## config.mk

```make
export PLATFORM = sky130hd
export DESIGN_NAME = acd_top
export DESIGN_NICKNAME = d
export VERILOG_FILES = /design/src/acd_pkg.sv /design/src/acd_sync.sv /design/src/acd_top.sv
export SDC_FILE = /design/constraint.sdc
export NUM_CORES = 1
export LEC_CHECK = 0
export ABC_CLOCK_PERIOD_IN_PS = 5000
export BUFFER_PORTS_ARGS = -buffer_cell sky130_fd_sc_hd__clkbuf_2
export CORE_MARGIN = 5
export CORE_UTILIZATION = 25
export CTS_CLUSTER_DIAMETER = 40
export DETAILED_ROUTE_END_ITERATION = 8
export MAX_ROUTING_LAYER = met4
export PLACE_DENSITY_LB_ADDON = 0.25
export SYNTH_ARGS = -nofsm -noshare
export SYNTH_HDL_FRONTEND = slang
export SYNTH_SLANG_ARGS = --single-unit
```

## constraint.sdc

```tcl
create_clock -name ref_clk -period 5 [get_ports ref_clk]
set_input_delay 0.25 -clock ref_clk [delete_from_list [all_inputs] [get_ports ref_clk]]
set_output_delay 0.25 -clock ref_clk [all_outputs]
set_load 0.01 [all_outputs]
```

## src/acd_pkg.sv

```systemverilog
`default_nettype none
package acd_pkg;
  localparam int unsigned APB_AW         = 12;
  localparam int unsigned NREG           = 9;
  localparam logic [3:0]  REG_LAST       = 4'h8;
  localparam logic [9:0]  APB_STATUS_IDX = 10'h009;

  localparam logic [7:0] REG_RST [0:NREG-1] = '{
    8'h85, 8'h08, 8'h00, 8'h00, 8'h00, 8'h00, 8'h00, 8'h00, 8'h40
  };
  localparam logic [7:0] REG_WMASK [0:NREG-1] = '{
    8'h05, 8'hdf, 8'h37, 8'hff, 8'hff, 8'hff, 8'hff, 8'hff, 8'hff
  };

  localparam logic [3:0] CFG0_IDX       = 4'h0;
  localparam logic [3:0] CFG1_IDX       = 4'h1;
  localparam logic [3:0] CFG2_IDX       = 4'h2;
  localparam int unsigned CFG1_FLAG_BIT = 7;
  localparam int unsigned CFG1_SUM_BIT  = 6;
  localparam int unsigned CFG2_PULSE_BIT = 4;

  localparam int unsigned STAT_READY_BIT = 0;
  localparam int unsigned STAT_CONT_BIT  = 1;
  localparam int unsigned STAT_RUN_BIT   = 2;
  localparam int unsigned STAT_SLEEP_BIT = 3;

  localparam logic [6:0] OP7_WAKE  = 7'h01;
  localparam logic [6:0] OP7_SLEEP = 7'h02;
  localparam logic [6:0] OP7_RESET = 7'h03;
  localparam logic [6:0] OP7_START = 7'h04;
  localparam logic [6:0] OP7_STOP  = 7'h05;
  localparam logic [6:0] OP7_RDATA = 7'h09;
  localparam logic [7:0] OP_CONT   = 8'h10;
  localparam logic [7:0] OP_CANCEL = 8'h11;
  localparam logic [7:0] OP_ZERO_OFFSET_CAL_CMD = 8'h18;
  localparam logic [7:0] OP_FULL_SCALE_CAL_CMD = 8'h19;
  localparam logic [3:0] OP_REGISTER_READ_CMD_HI = 4'h2;
  localparam logic [3:0] OP_REGISTER_WRITE_CMD_HI = 4'h4;

  localparam logic [7:0] SUM_OFFSET      = 8'h9b;
  localparam logic [4:0] FRAME_LAST_SHORT = 5'h17;
  localparam logic [4:0] FRAME_LAST_LONG  = 5'h1f;

  typedef enum logic [1:0] {ST_CMD, ST_COUNT, ST_WDATA, ST_RDREG} acd_state_e;
endpackage : acd_pkg
`default_nettype wire

```

## src/acd_sync.sv

```systemverilog
`timescale 1ns/1ps
`default_nettype none
module acd_sync #(
  parameter int unsigned W = 1
) (
  input  wire logic         clk,
  input  wire logic         rstn,
  input  wire logic [W-1:0] d,
  output logic      [W-1:0] q
);
  import acd_pkg::*;

  logic [W-1:0] meta_ff;
  logic [W-1:0] q_ff;

  // The first stage feeds only the second, so a metastable level never spreads.
  always_ff @(posedge clk) begin
    if (!rstn) begin
      meta_ff <= '0;
      q_ff    <= '0;
    end else begin
      meta_ff <= d;
      q_ff    <= meta_ff;
    end
  end

  assign q = q_ff;
endmodule : acd_sync
`default_nettype wire

```

## src/acd_top.sv

```systemverilog
// How it works
// - A new result drives result_ready_n low and clears the ready status bit.
// - After read-result the result shifts out on rising edges, MSB first.
// - Gate mode: ready rises on first falling edge of a read; pulse mode waits.
// - Result frame is three or four bytes MSB first; more clocks repeat it.
// - Without continuous readout serial output does not mirror ready while idle.
// - Input sampled on falling serial clock edges, output updated on rising edges.
// - Exit-sleep, enter-sleep and reset decode on the upper seven bits.
// - Start, stop and read-result decode on the upper seven bits.
// - Continuous on, continuous off and both calibrations need exact eight bits.
// - Don't-care opcodes use seven bits; register read/write use the upper four; all others use all eight.
// - Register read: opcode byte with the address in its low four bits, then count-minus-one byte.
// - Register read data MSB appears on the seventeenth rising edge.
// - Register write: opcode byte with the address in its low four bits, count-minus-one byte, then data bytes MSB first.
// - Continuous readout is default; only the cancel opcode is accepted in it.
// - Reset opcode restarts the filter and restores all register defaults.
// - Start converts once in pulse mode, else repeatedly until stop.
// - Stop lets the running conversion finish; when stopped it changes nothing.
// - Checksum is the low byte of the three result bytes plus 9bh.
// - With flag and checksum on, checksum bit 7 carries the range flag.
// - With flag on and checksum off, the range flag replaces result bit 0.
// - Single-shot select clear means gate mode, set means pulse mode.
`timescale 1ns/1ps
`default_nettype none
module acd_top #(
  parameter logic [1:0] ID_BITS = 2'h0  // Arbitrary identification value.
) (
  input  wire logic                       ref_clk,
  input  wire logic                       rstn,
  input  wire logic                       psel,
  input  wire logic                       penable,
  input  wire logic                       pwrite,
  input  wire logic [acd_pkg::APB_AW-1:0] paddr,
  input  wire logic [31:0]                pwdata,
  output logic      [31:0]                prdata,
  output logic                            pready,
  output logic                            pslverr,
  input  wire logic                       cs_n,
  input  wire logic                       sclk,
  input  wire logic                       din,
  output logic                            dout,
  output logic                            result_ready_n,
  input  wire logic                       conv_done,
  input  wire logic [23:0]                conv_result,
  input  wire logic                       conv_out_of_range,
  output logic                            conv_run,
  output logic                            conv_start,
  output logic                            filter_restart,
  output logic                            sleep_mode,
  output logic                            offset_cal_go,
  output logic                            gain_cal_go
);
  import acd_pkg::*;

  logic [2:0]  pin_s;
  logic        cs_s;
  logic        sclk_s;
  logic        din_s;
  logic        sclk_d_ff;
  logic        rise;
  logic        fall;
  logic [2:0]  bitcnt_ff;
  logic [7:0]  rxsh_ff;
  logic [7:0]  rx_byte;
  logic        byte_done;
  acd_state_e  state_ff;
  logic [3:0]  addr_ff;
  logic [3:0]  cnt_ff;
  logic        is_read_ff;
  logic [7:0]  cfg_ff [0:NREG-1];
  logic        cont_ff;
  logic        run_ff;
  logic        single_ff;
  logic        stop_pend_ff;
  logic        start_ff;
  logic        ready_n_ff;
  logic [23:0] result_ff;
  logic        oor_ff;
  logic        shift_ff;
  logic [4:0]  idx_ff;
  logic        dout_ff;
  logic        sleep_ff;
  logic        frst_ff;
  logic        ofs_ff;
  logic        gan_ff;
  logic        pready_ff;
  logic        pslverr_ff;
  logic [31:0] prdata_ff;

  acd_sync #(.W(3)) u_sync (
    .clk  (ref_clk),
    .rstn (rstn),
    .d    ({cs_n, sclk, din}),
    .q    (pin_s)
  );
  assign cs_s   = pin_s[2];
  assign sclk_s = pin_s[1];
  assign din_s  = pin_s[0];

  always_ff @(posedge ref_clk) begin
    if (!rstn) begin
      sclk_d_ff <= 1'b0;
    end else begin
      sclk_d_ff <= sclk_s;
    end
  end
  assign rise = sclk_s & ~sclk_d_ff & ~cs_s;
  assign fall = ~sclk_s & sclk_d_ff & ~cs_s;

  // Receive shifter: input bits are taken on falling edges only.
  always_ff @(posedge ref_clk) begin
    if (!rstn || cs_s) begin
      bitcnt_ff <= 3'h0;
      rxsh_ff   <= 8'h00;
    end else if (fall) begin
      rxsh_ff   <= rx_byte;
      bitcnt_ff <= bitcnt_ff + 3'h1;
    end
  end
  assign rx_byte   = {rxsh_ff[6:0], din_s};
  assign byte_done = fall && (bitcnt_ff == 3'h7);

  // Opcode decode. In continuous readout only the cancel opcode gets through.
  logic at_cmd;
  logic cmd_ok;
  logic d_wake, d_sleep, d_reset, d_start, d_stop, d_rdata;
  logic d_cont, d_cancel, d_ofs, d_gan, d_register_read_cmd, d_register_write_cmd, d_unknown;
  assign at_cmd   = byte_done && (state_ff == ST_CMD);
  assign cmd_ok   = at_cmd && !cont_ff;
  assign d_wake   = cmd_ok && (rx_byte[7:1] == OP7_WAKE);
  assign d_sleep  = cmd_ok && (rx_byte[7:1] == OP7_SLEEP);
  assign d_reset  = cmd_ok && (rx_byte[7:1] == OP7_RESET);
  assign d_start  = cmd_ok && (rx_byte[7:1] == OP7_START);
  assign d_stop   = cmd_ok && (rx_byte[7:1] == OP7_STOP);
  assign d_rdata  = cmd_ok && (rx_byte[7:1] == OP7_RDATA);
  assign d_cont   = cmd_ok && (rx_byte == OP_CONT);
  assign d_cancel = at_cmd && (rx_byte == OP_CANCEL);
  assign d_ofs    = cmd_ok && (rx_byte == OP_ZERO_OFFSET_CAL_CMD);
  assign d_gan    = cmd_ok && (rx_byte == OP_FULL_SCALE_CAL_CMD);
  assign d_register_read_cmd   = cmd_ok && (rx_byte[7:4] == OP_REGISTER_READ_CMD_HI);
  assign d_register_write_cmd   = cmd_ok && (rx_byte[7:4] == OP_REGISTER_WRITE_CMD_HI);
  assign d_unknown = cmd_ok && !(d_wake || d_sleep || d_reset || d_start || d_stop ||
                     d_rdata || d_cont || d_cancel || d_ofs || d_gan || d_register_read_cmd || d_register_write_cmd);

  // Multi-byte framing; raising chip select abandons any command part-way.
  always_ff @(posedge ref_clk) begin
    if (!rstn || cs_s) begin
      state_ff   <= ST_CMD;
      addr_ff    <= 4'h0;
      cnt_ff     <= 4'h0;
      is_read_ff <= 1'b0;
    end else if (byte_done) begin
      case (state_ff)
        ST_CMD: begin
          if (d_register_read_cmd || d_register_write_cmd) begin
            state_ff   <= ST_COUNT;
            addr_ff    <= rx_byte[3:0];
            is_read_ff <= d_register_read_cmd;
          end
        end
        ST_COUNT: begin
          cnt_ff   <= rx_byte[3:0];
          state_ff <= is_read_ff ? ST_RDREG : ST_WDATA;
        end
        ST_WDATA, ST_RDREG: begin
          addr_ff <= addr_ff + 4'h1;
          cnt_ff  <= cnt_ff - 4'h1;
          if (cnt_ff == 4'h0) begin
            state_ff <= ST_CMD;
          end
        end
        default: state_ff <= ST_CMD;
      endcase
    end
  end

  // Register view: identification bits and the ready flag are live, not stored.
  function automatic logic [7:0] reg_view(input logic [3:0] a);
    logic [7:0] v;
    v = 8'h00;
    if (a == CFG0_IDX) begin
      v = cfg_ff[0] | {2'b00, ID_BITS, 4'h0};
    end else if (a == CFG2_IDX) begin
      v = {ready_n_ff, cfg_ff[2][6:0]};
    end else if (a <= REG_LAST) begin
      v = cfg_ff[a];
    end
    return v;
  endfunction : reg_view

  logic        ser_wr;
  logic        apb_acc;
  logic [9:0]  apb_idx;
  logic        apb_reg_hit;
  logic        apb_stat_hit;
  logic        apb_wr;
  logic [7:0]  rd_byte;
  logic [7:0]  apb_byte;
  logic [7:0]  cfg2_view;
  logic [31:0] apb_rdata;
  assign ser_wr       = byte_done && (state_ff == ST_WDATA) && (addr_ff <= REG_LAST);
  assign apb_acc      = psel && penable;
  assign apb_idx      = paddr[APB_AW-1:2];
  assign apb_reg_hit  = (paddr[1:0] == 2'b00) && (apb_idx <= {6'h00, REG_LAST});
  assign apb_stat_hit = (paddr[1:0] == 2'b00) && (apb_idx == APB_STATUS_IDX);
  assign apb_wr       = apb_acc && pready_ff && pwrite && apb_reg_hit;
  assign rd_byte      = reg_view(addr_ff);
  assign apb_byte     = reg_view(apb_idx[3:0]);
  assign cfg2_view    = reg_view(CFG2_IDX);

  always_comb begin
    apb_rdata = 32'h0000_0000;
    if (apb_reg_hit) begin
      apb_rdata = {24'h00_0000, apb_byte};
    end else if (apb_stat_hit) begin
      apb_rdata[STAT_READY_BIT] = ready_n_ff;
      apb_rdata[STAT_CONT_BIT]  = cont_ff;
      apb_rdata[STAT_RUN_BIT]   = run_ff;
      apb_rdata[STAT_SLEEP_BIT] = sleep_ff;
    end
  end

  // Serial writes win over a bus write in the same cycle; read-only bits are masked.
  always_ff @(posedge ref_clk) begin
    if (!rstn || d_reset) begin
      for (int i = 0; i < NREG; i++) begin
        cfg_ff[i] <= REG_RST[i];
      end
    end else if (ser_wr) begin
      cfg_ff[addr_ff] <= (cfg_ff[addr_ff] & ~REG_WMASK[addr_ff]) |
                         (rx_byte & REG_WMASK[addr_ff]);
    end else if (apb_wr) begin
      cfg_ff[apb_idx[3:0]] <= (cfg_ff[apb_idx[3:0]] & ~REG_WMASK[apb_idx[3:0]]) |
                              (pwdata[7:0] & REG_WMASK[apb_idx[3:0]]);
    end
  end

  // The bus answers one cycle into the access phase; a write lands on the closing edge.
  always_ff @(posedge ref_clk) begin
    if (!rstn) begin
      pready_ff  <= 1'b0;
      pslverr_ff <= 1'b0;
      prdata_ff  <= 32'h0000_0000;
    end else if (apb_acc && !pready_ff) begin
      pready_ff  <= 1'b1;
      pslverr_ff <= !(apb_reg_hit || (apb_stat_hit && !pwrite));
      prdata_ff  <= apb_rdata;
    end else begin
      pready_ff  <= 1'b0;
      pslverr_ff <= 1'b0;
    end
  end

  logic pulse_mode;
  logic flag_en;
  logic sum_en;
  assign pulse_mode = cfg_ff[2][CFG2_PULSE_BIT];
  assign flag_en    = cfg_ff[1][CFG1_FLAG_BIT];
  assign sum_en     = cfg_ff[1][CFG1_SUM_BIT];

  always_ff @(posedge ref_clk) begin
    if (!rstn) begin
      cont_ff <= 1'b1;
    end else if (d_cont) begin
      cont_ff <= 1'b1;
    end else if (d_cancel) begin
      cont_ff <= 1'b0;
    end
  end

  // A stop only arms a flag, so the conversion under way is never cut short.
  always_ff @(posedge ref_clk) begin
    if (!rstn) begin
      run_ff       <= 1'b0;
      single_ff    <= 1'b0;
      stop_pend_ff <= 1'b0;
      start_ff     <= 1'b0;
    end else begin
      start_ff <= d_start;
      if (d_start) begin
        run_ff       <= 1'b1;
        single_ff    <= pulse_mode;
        stop_pend_ff <= 1'b0;
      end else if (d_stop && run_ff) begin
        stop_pend_ff <= 1'b1;
      end else if (conv_done && (single_ff || stop_pend_ff)) begin
        run_ff       <= 1'b0;
        stop_pend_ff <= 1'b0;
      end
    end
  end

  always_ff @(posedge ref_clk) begin
    if (!rstn) begin
      ready_n_ff <= 1'b1;
      result_ff  <= 24'h00_0000;
      oor_ff     <= 1'b0;
    end else if (conv_done) begin
      ready_n_ff <= 1'b0;
      result_ff  <= conv_result;
      oor_ff     <= conv_out_of_range;
    end else if (d_reset) begin
      ready_n_ff <= 1'b1;
    end else if (pulse_mode ? start_ff : (shift_ff && fall)) begin
      ready_n_ff <= 1'b1;
    end
  end

  // Result frame, left aligned: the short frame uses the top 24 bits only.
  logic [7:0]  sum_w;
  logic [7:0]  low_w;
  logic [31:0] frame_w;
  logic [4:0]  last_idx;
  assign sum_w    = result_ff[23:16] + result_ff[15:8] + result_ff[7:0] + SUM_OFFSET;
  assign low_w    = (flag_en && !sum_en) ? {result_ff[7:1], oor_ff} : result_ff[7:0];
  assign frame_w  = {result_ff[23:8], low_w,
                     (flag_en ? oor_ff : sum_w[7]), sum_w[6:0]};
  assign last_idx = sum_en ? FRAME_LAST_LONG : FRAME_LAST_SHORT;

  // Output shifter. Only continuous readout lets the pin follow ready while idle.
  always_ff @(posedge ref_clk) begin
    if (!rstn || cs_s) begin
      shift_ff <= 1'b0;
      idx_ff   <= 5'h00;
      dout_ff  <= 1'b0;
    end else if (d_rdata) begin
      shift_ff <= 1'b1;
      idx_ff   <= 5'h00;
    // Filler bytes clocked in during a readout decode as nothing, so the frame keeps going.
    end else if (at_cmd && !d_unknown && (!cont_ff || d_cancel)) begin
      shift_ff <= 1'b0;
    end else if (cont_ff && conv_done) begin
      shift_ff <= 1'b0;
    end else if (rise) begin
      if (shift_ff) begin
        dout_ff <= frame_w[5'h1f - idx_ff];
        idx_ff  <= (idx_ff == last_idx) ? 5'h00 : idx_ff + 5'h01;
      end else if (cont_ff && !ready_n_ff) begin
        dout_ff  <= frame_w[31];
        idx_ff   <= 5'h01;
        shift_ff <= 1'b1;
      end else if (state_ff == ST_RDREG) begin
        dout_ff <= rd_byte[3'h7 - bitcnt_ff];
      end else begin
        dout_ff <= cont_ff & ready_n_ff;
      end
    end else if (!shift_ff && state_ff != ST_RDREG) begin
      dout_ff <= cont_ff & ready_n_ff;
    end
  end

  always_ff @(posedge ref_clk) begin
    if (!rstn) begin
      sleep_ff <= 1'b0;
      frst_ff  <= 1'b0;
      ofs_ff   <= 1'b0;
      gan_ff   <= 1'b0;
    end else begin
      frst_ff <= d_reset;
      ofs_ff  <= d_ofs;
      gan_ff  <= d_gan;
      if (d_sleep) begin
        sleep_ff <= 1'b1;
      end else if (d_wake) begin
        sleep_ff <= 1'b0;
      end
    end
  end

  assign prdata         = prdata_ff;
  assign pready         = pready_ff;
  assign pslverr        = pslverr_ff;
  assign dout           = dout_ff;
  assign result_ready_n = ready_n_ff;
  assign conv_run       = run_ff;
  assign conv_start     = start_ff;
  assign filter_restart = frst_ff;
  assign sleep_mode     = sleep_ff;
  assign offset_cal_go  = ofs_ff;
  assign gain_cal_go    = gan_ff;

  ready_low_a:
    assert property (@(posedge ref_clk) disable iff (!rstn)
      conv_done |=> !result_ready_n && !cfg2_view[7])
    else $error("ready not asserted after a new result");
  gate_rise_a:
    assert property (@(posedge ref_clk) disable iff (!rstn)
      !pulse_mode && shift_ff && fall && !conv_done && !d_reset |=> result_ready_n)
    else $error("gate mode ready did not return high");
  msb_first_a:
    assert property (@(posedge ref_clk) disable iff (!rstn)
      shift_ff && rise && idx_ff == 5'h00 && !cs_s && !(cont_ff && conv_done)
      |=> dout == $past(frame_w[31]))
    else $error("result MSB not shifted first");
  frame_wrap_a:
    assert property (@(posedge ref_clk) disable iff (!rstn)
      shift_ff && rise && idx_ff == last_idx && !(cont_ff && conv_done) |=> idx_ff == 5'h00)
    else $error("result frame did not repeat");
  no_mirror_a:
    assert property (@(posedge ref_clk) disable iff (!rstn)
      (!cont_ff && !shift_ff && state_ff == ST_CMD) [*2] |-> !dout)
    else $error("serial output follows ready outside continuous readout");
  register_read_cmd_msb_a:
    assert property (@(posedge ref_clk) disable iff (!rstn)
      state_ff == ST_RDREG && rise && bitcnt_ff == 3'h0 |=> dout == $past(rd_byte[7]))
    else $error("register read MSB misplaced");
  cont_cancel_a:
    assert property (@(posedge ref_clk) disable iff (!rstn)
      cont_ff && at_cmd && rx_byte != OP_CANCEL && rx_byte != OP_CONT && !conv_done
      |=> cont_ff && $stable(run_ff) && $stable(sleep_ff) && state_ff == ST_CMD)
    else $error("opcode accepted during continuous readout");
  reg_reset_a:
    assert property (@(posedge ref_clk) disable iff (!rstn)
      d_reset |=> cfg_ff[1] == REG_RST[1] && cfg_ff[8] == REG_RST[8] ##1 !filter_restart)
    else $error("reset opcode did not restore defaults");
  start_run_a:
    assert property (@(posedge ref_clk) disable iff (!rstn)
      d_start |=> conv_run && conv_start ##1 !conv_start)
    else $error("start opcode did not start conversions");
  stop_idle_a:
    assert property (@(posedge ref_clk) disable iff (!rstn)
      d_stop && !run_ff && !conv_done |=> !conv_run && !stop_pend_ff)
    else $error("stop opcode changed an idle converter");
  ignore_bad_a:
    assert property (@(posedge ref_clk) disable iff (!rstn)
      d_unknown && !conv_done |=> $stable(run_ff) && $stable(sleep_ff) && $stable(cont_ff))
    else $error("undefined opcode changed state");
endmodule : acd_top
`default_nettype wire

```

* After elaboration in Yosys (flattened, before gate mapping)
Memories as Yosys holds them, arrays and structs flattened. A register that Yosys moved wholly into a read port is not among the register bits.
Cells that the tools add are included.
** Cells by class
- Add/subtract/negate cells :: 9
- Order comparisons :: 7
- Eq/ne operators :: 24
- Multiplexer cells :: 69
- Bitwise logic cells :: 22
- Reduce and logical (&&, ||, !) cells :: 90
** Operator list (number)
- $mux W8 :: 12
- $mux W1 :: 38
- $mux W4 :: 9
- $logic_and A1 B1 Y1 :: 35
- $and A8 B8 Y8 :: 4
- $eq A8 B5 Y1 const B :: 4
- $logic_or A1 B1 Y1 :: 17
- $add A8 B8 Y8 :: 2
- $not A8 Y8 :: 2
- $or A8 B8 Y8 :: 2
- $pmux W4 S2 :: 2
- $reduce_or A8 Y1 :: 2
- $mux W5 :: 3
- $eq A7 B2 Y1 const B :: 2
- $eq A7 B3 Y1 const B :: 2
- $reduce_bool A2 Y1 :: 7
- $eq A4 B2 Y1 const B :: 3
- $logic_not A4 Y1 :: 3
- $eq A10 B4 Y1 const B :: 1
- $ge A5 B5 Y1 const B :: 2
- $le A10 B4 Y1 const B :: 1
- $logic_not A1 Y1 :: 10
- $not A4 Y5 :: 2
- $reduce_and A3 Y1 :: 3
- 31 further kinds :: 53
** Word-level totals
- Flip-flop bits (word level) :: 104
- RAM bits :: 72
- Memory bits (read-only) :: 256
- Output and inout bits :: 42
- Word-level logic and storage cells :: 251
- Memories kept :: 3
** Memory list
- (no name shown) :: depth 16, width 8, read ports 1, clocked after memory_dff 0, wr ports 0, line acd_top.sv:234 : (pwdata[7:0] & REG_WMASK[apb_idx[3:0]]);
- (no name shown) :: depth 16, width 8, read ports 1, clocked after memory_dff 0, wr ports 0, line acd_top.sv:231 : (rx_byte & REG_WMASK[addr_ff]);
- cfg_ff :: depth 9, width 8, read ports 5, clocked after memory_dff 1, wr ports 9, line acd_top.sv:70 : logic [7:0] cfg_ff [0:NREG-1];

* Logic depth before layout (Yosys ltp)
- Word-level depth :: 25
- Gate-level depth with buffers :: 15

* Cells and area by module
Synthesis repeated with hierarchy kept, for this count alone.
** Unflattened totals
- Cells, all modules :: 1081
- Area total of the unflattened synthesis :: 11982.7 µm²
** Modules (own cells, without submodules)
- acd_top :: instances 1, cells each 1069, area an instance 11825.1 µm², sequential area each 5405.2 µm²
- acd_sync :: instances 1, cells each 12, area an instance 157.7 µm², sequential area each 120.1 µm²

* Worst setup path before layout
No wires, ideal clock.
- Path kind :: register to register
- From :: register bitcnt_ff[1]
- To :: memory cfg_ff[9][0] (enable)
- Data arrival time :: 2723 ps
- Required time :: 4627 ps
- Setup slack :: 1903 ps
- Cell stages (with the launch flop) :: 12
- Period minus slack after synthesis :: 3097 ps
- Cell sequence :: dfxtp_1 > ha_1 > ha_1 > nand4bb_1 > or4_1 > o31a_1 > buf_6 > nand3_4 > buf_6 > nand3_1 > o21ai_1 > nor2b_1
** RTL lines
- from (decl) :: line acd_top.sv:62 : logic [2:0] bitcnt_ff;
- from (signal assigned) :: line acd_top.sv:117 : bitcnt_ff <= bitcnt_ff + 3'h1;
- to (decl) :: line acd_top.sv:70

==> impl_metrics.yaml <==
status:
  status: "finished, final reports clean"
pwr:
  p_leak_nw: 5.23
  powerDensity_nw_per_um2: 332
  ir_drop_mv: 0.186
clocking:
  clk_latency_ps: 530
  clockBufferDepth: 3
  cts_buffers: 37
  clk_pin_slew_ps: 50
  post_cts_buffers: 0
  cts.htree.levels: 2
  ctsHoldBuffers: 26
  cts_sinks: 212
  root_buffer: "clkbuf_16"
  post_cts_resized: 0
  cts_tree: "yes"
logic_synthesis:
  ys_types: 80
  syn-cell-area_sq_um: 11900
  seq_area_frac_synth_pct: 46.3
  ys_ff_latch: 212
  yosysTopAreaCell: "edfxtp_1"
  synthCells: 1095
  syn_avg_cell_area_sq_um: 10.9
  synth_edf_count: 128
  ys_async_sr_fraction_pct: 0
  ys_top_cells_by_area: "edfxtp_1 32%, dfxtp_1 14%, mux4_2 13%"
  ys_warn_count: 0
  synth_flop_cell: "edfxtp_1"
  synth_top_area_share_pct: 32.2
timing:
  post-route-period-util_pct: 83.2
  slew_headroom_pct: 23.8
  holdWs_ps: 18.9
  finalCriticalPeriod_ps: 4160
  final_max_slew_viol_count: 0
  hold_violations: 0
  skew_ps: 30.6
  fmax_ghz: 0.240
  setup_tns_ps: 0
  worstMarginPinSlew_ps: 1130
  setup_viol_count_final: 0
  rsz0062_at_grt: "false"
setup_path:
  worst_setup_path_start_kind: "register"
  crit_arrival_ps: 4320
  path_max_fanout: 11
  critPathSlowestCell: "or4_1"
  cp_common_cell: "ha_1"
  cp-end-kind: "register"
  crit_required_ps: 5160
  path_cells: "ha_1 > ha_1 > nand4bb_1 > or4_1 > o31a_1 > and3_1 > o31ai_2 > nand2_2 > nand2_1"
  slowest_delay_ps: 640
  critPathKind: "reg2reg"
  reg2reg_slack_ps: 840
route:
  wl_per_cell_um: 19.5
  firstDrtPassIters: 5
  drt_iter0_markers: 836
  routed_via_density: 4.85
  ant_nets: 0
  remaining_drc_errors: 0
  wl_um: 36200
  vias: 9002
grt:
  grt_pass1_wl_um: 55500
  grt_pass1_vias: 9039
  grt_overflow: 0
  grt_max_degree: 43
  grt_util_all_layers_pct: 14.0
  antenna_found_initial: 0
cells_and_area:
  antenna_cells: 0
  area_growth_pct: 20.6
  fin_nets: 1322
  final_layout_size_suffix_gt1_share_pct: 21.5
  fillers: 4893
die:
  die-area_sq_um: 52200
  die_y_um: 229
  core_area_sq_um: 47400
  rows: 80
  io_pins: 120
  chipWidth_um: 229
  initial_utilization_pct: 25.2
place:
  port_buffers: 71
  hpwl_um: 26000
  globalplace.congestion: 0.899
job:
  cap_violations: 0
worst_hold_path:
  hp-class: "in2reg"
[registers in the layout, summed over array words and instances (netlist names), 4 cells and up, named ones only]
| signal | cells |
|---|---|
| prdata | 8 |
| addr_ff | 4 |
| cnt_ff | 4 |
| cfg_ff | 128 |
| rxsh_ff | 7 |
| result_ff | 24 |
| idx_ff | 5 |
[synth_stat cells (12+ instances only)]
library cell	number
nor2_1	153
edfxtp_1	128
dfxtp_1	84
nand2_1	82
mux4_2	70
inv_1	59
a21oi_1	51
mux2i_1	46
o21ai_0	46
clkbuf_1	43
buf_4	25
nand3_1	25
ha_1	22
nor2b_1	19
buf_2	15
nor3_1	14
nand2b_1	12
[metrics by stage]
step                setup WS [ps]  util, %  cell area [sq um]  power [mW]  instances
finish                        841     30.3              14400        4.77       1855
CTS                           817     30.3              14400        4.83       1855
detailed placement            826     27.3              12900        2.36       1765
global placement              878     27.3              12900        2.36       1765
floorplan                    1900        -              12100        2.24       1150
global route                  577     30.3              14400        4.97       1855
[metal layers]
metal	up-vias	global-route usage, %	part of all wire [%]
li1	4197	-	-
met4	0	3.78	2.7
met3	76	3.06	6.2
met2	310	21.7	46
met5	-	-	0
met1	4419	18.5	45
[worst paths after layout]
| check | startpoint | to | cells after the start |
|---|---|---|---|
| min reg2reg | u_sync.meta_ff[0] | u_sync.q[0] | 1 |
| max | bitcnt_ff[1] | cfg_ff[7][2] | 9 |
| max reg2reg | bitcnt_ff[1] | cfg_ff[7][2] | 9 |
| min | conv_result[2] | result_ff[2] | 3 |
[cells by family (layout without fill, tap and decap cells)]
kind of cell | count (synthesis) | after routing | synth area share, %
AOI/OAI and AO/OA | 196 | 196 | 11.0
xor gates and xnor gates | 10 | 10 | 0.734
adders and majority gates | 29 | 29 | 3.48
buffers and inverters | 154 | 244 | 6.05
DFF | 212 | 212 | 46.3
muxes | 128 | 128 | 18.2
other | 1 | 56 | 0.0314
and+or+nand+nor | 365 | 365 | 14.2
[cell usage in the layout, fill, tap and decap left out, types with 5 or more instances in the layout]
cell and count:
a2111oi_0 6, a211oi_1 7, a21oi_1 51, a22oi_1 9, a31oi_1 5, and2_1 11, and3_1 5, buf_4 23
clkbuf_16 37, clkbuf_2 71, clkinv_2 7, conb_1 56, dfxtp_1 82, dlygate4sd3_1 26, edfxtp_1 128, fa_1 7
ha_1 22, inv_1 59, inv_6 5, mux2_2 11, mux2i_1 46, mux4_2 70, nand2_1 82, nand2_2 7
nand2b_1 12, nand3_1 25, nor2_1 153, nor2b_1 19, nor3_1 14, nor4_1 8, o211ai_1 11, o21a_1 5
o21ai_0 46, or2_2 6, xnor2_1 7
[final cells by class]
type / count / area [sq um] / area share [%]
timing repair buffer: 120 / 788 / 5.48
multi-input combinational: 784 / 5900 / 41.0
clock buffer: 42 / 965 / 6.70
tap: 615 / 769 / 5.35
sequential: 212 / 5530 / 38.4
clock inverter: 22 / 220 / 1.53
inverter: 60 / 225 / 1.56
[worst max-delay path, delay by kind of cell (launching register included)]
kind / cells / cell delay, ps
fa+ha+maj: 2 / 390
simple gates: 5 / 1890
flops: 1 / 540
compound gates: 2 / 970
[power by group]
group	switching, mW	internal, mW	leakage, nW
registers	0.0414	1.90	1.94
clock network	0.884	1.55	0.577
logic	0.225	0.179	2.71
total	1.15	3.62	5.23
(Power assumes the default switching activity.)
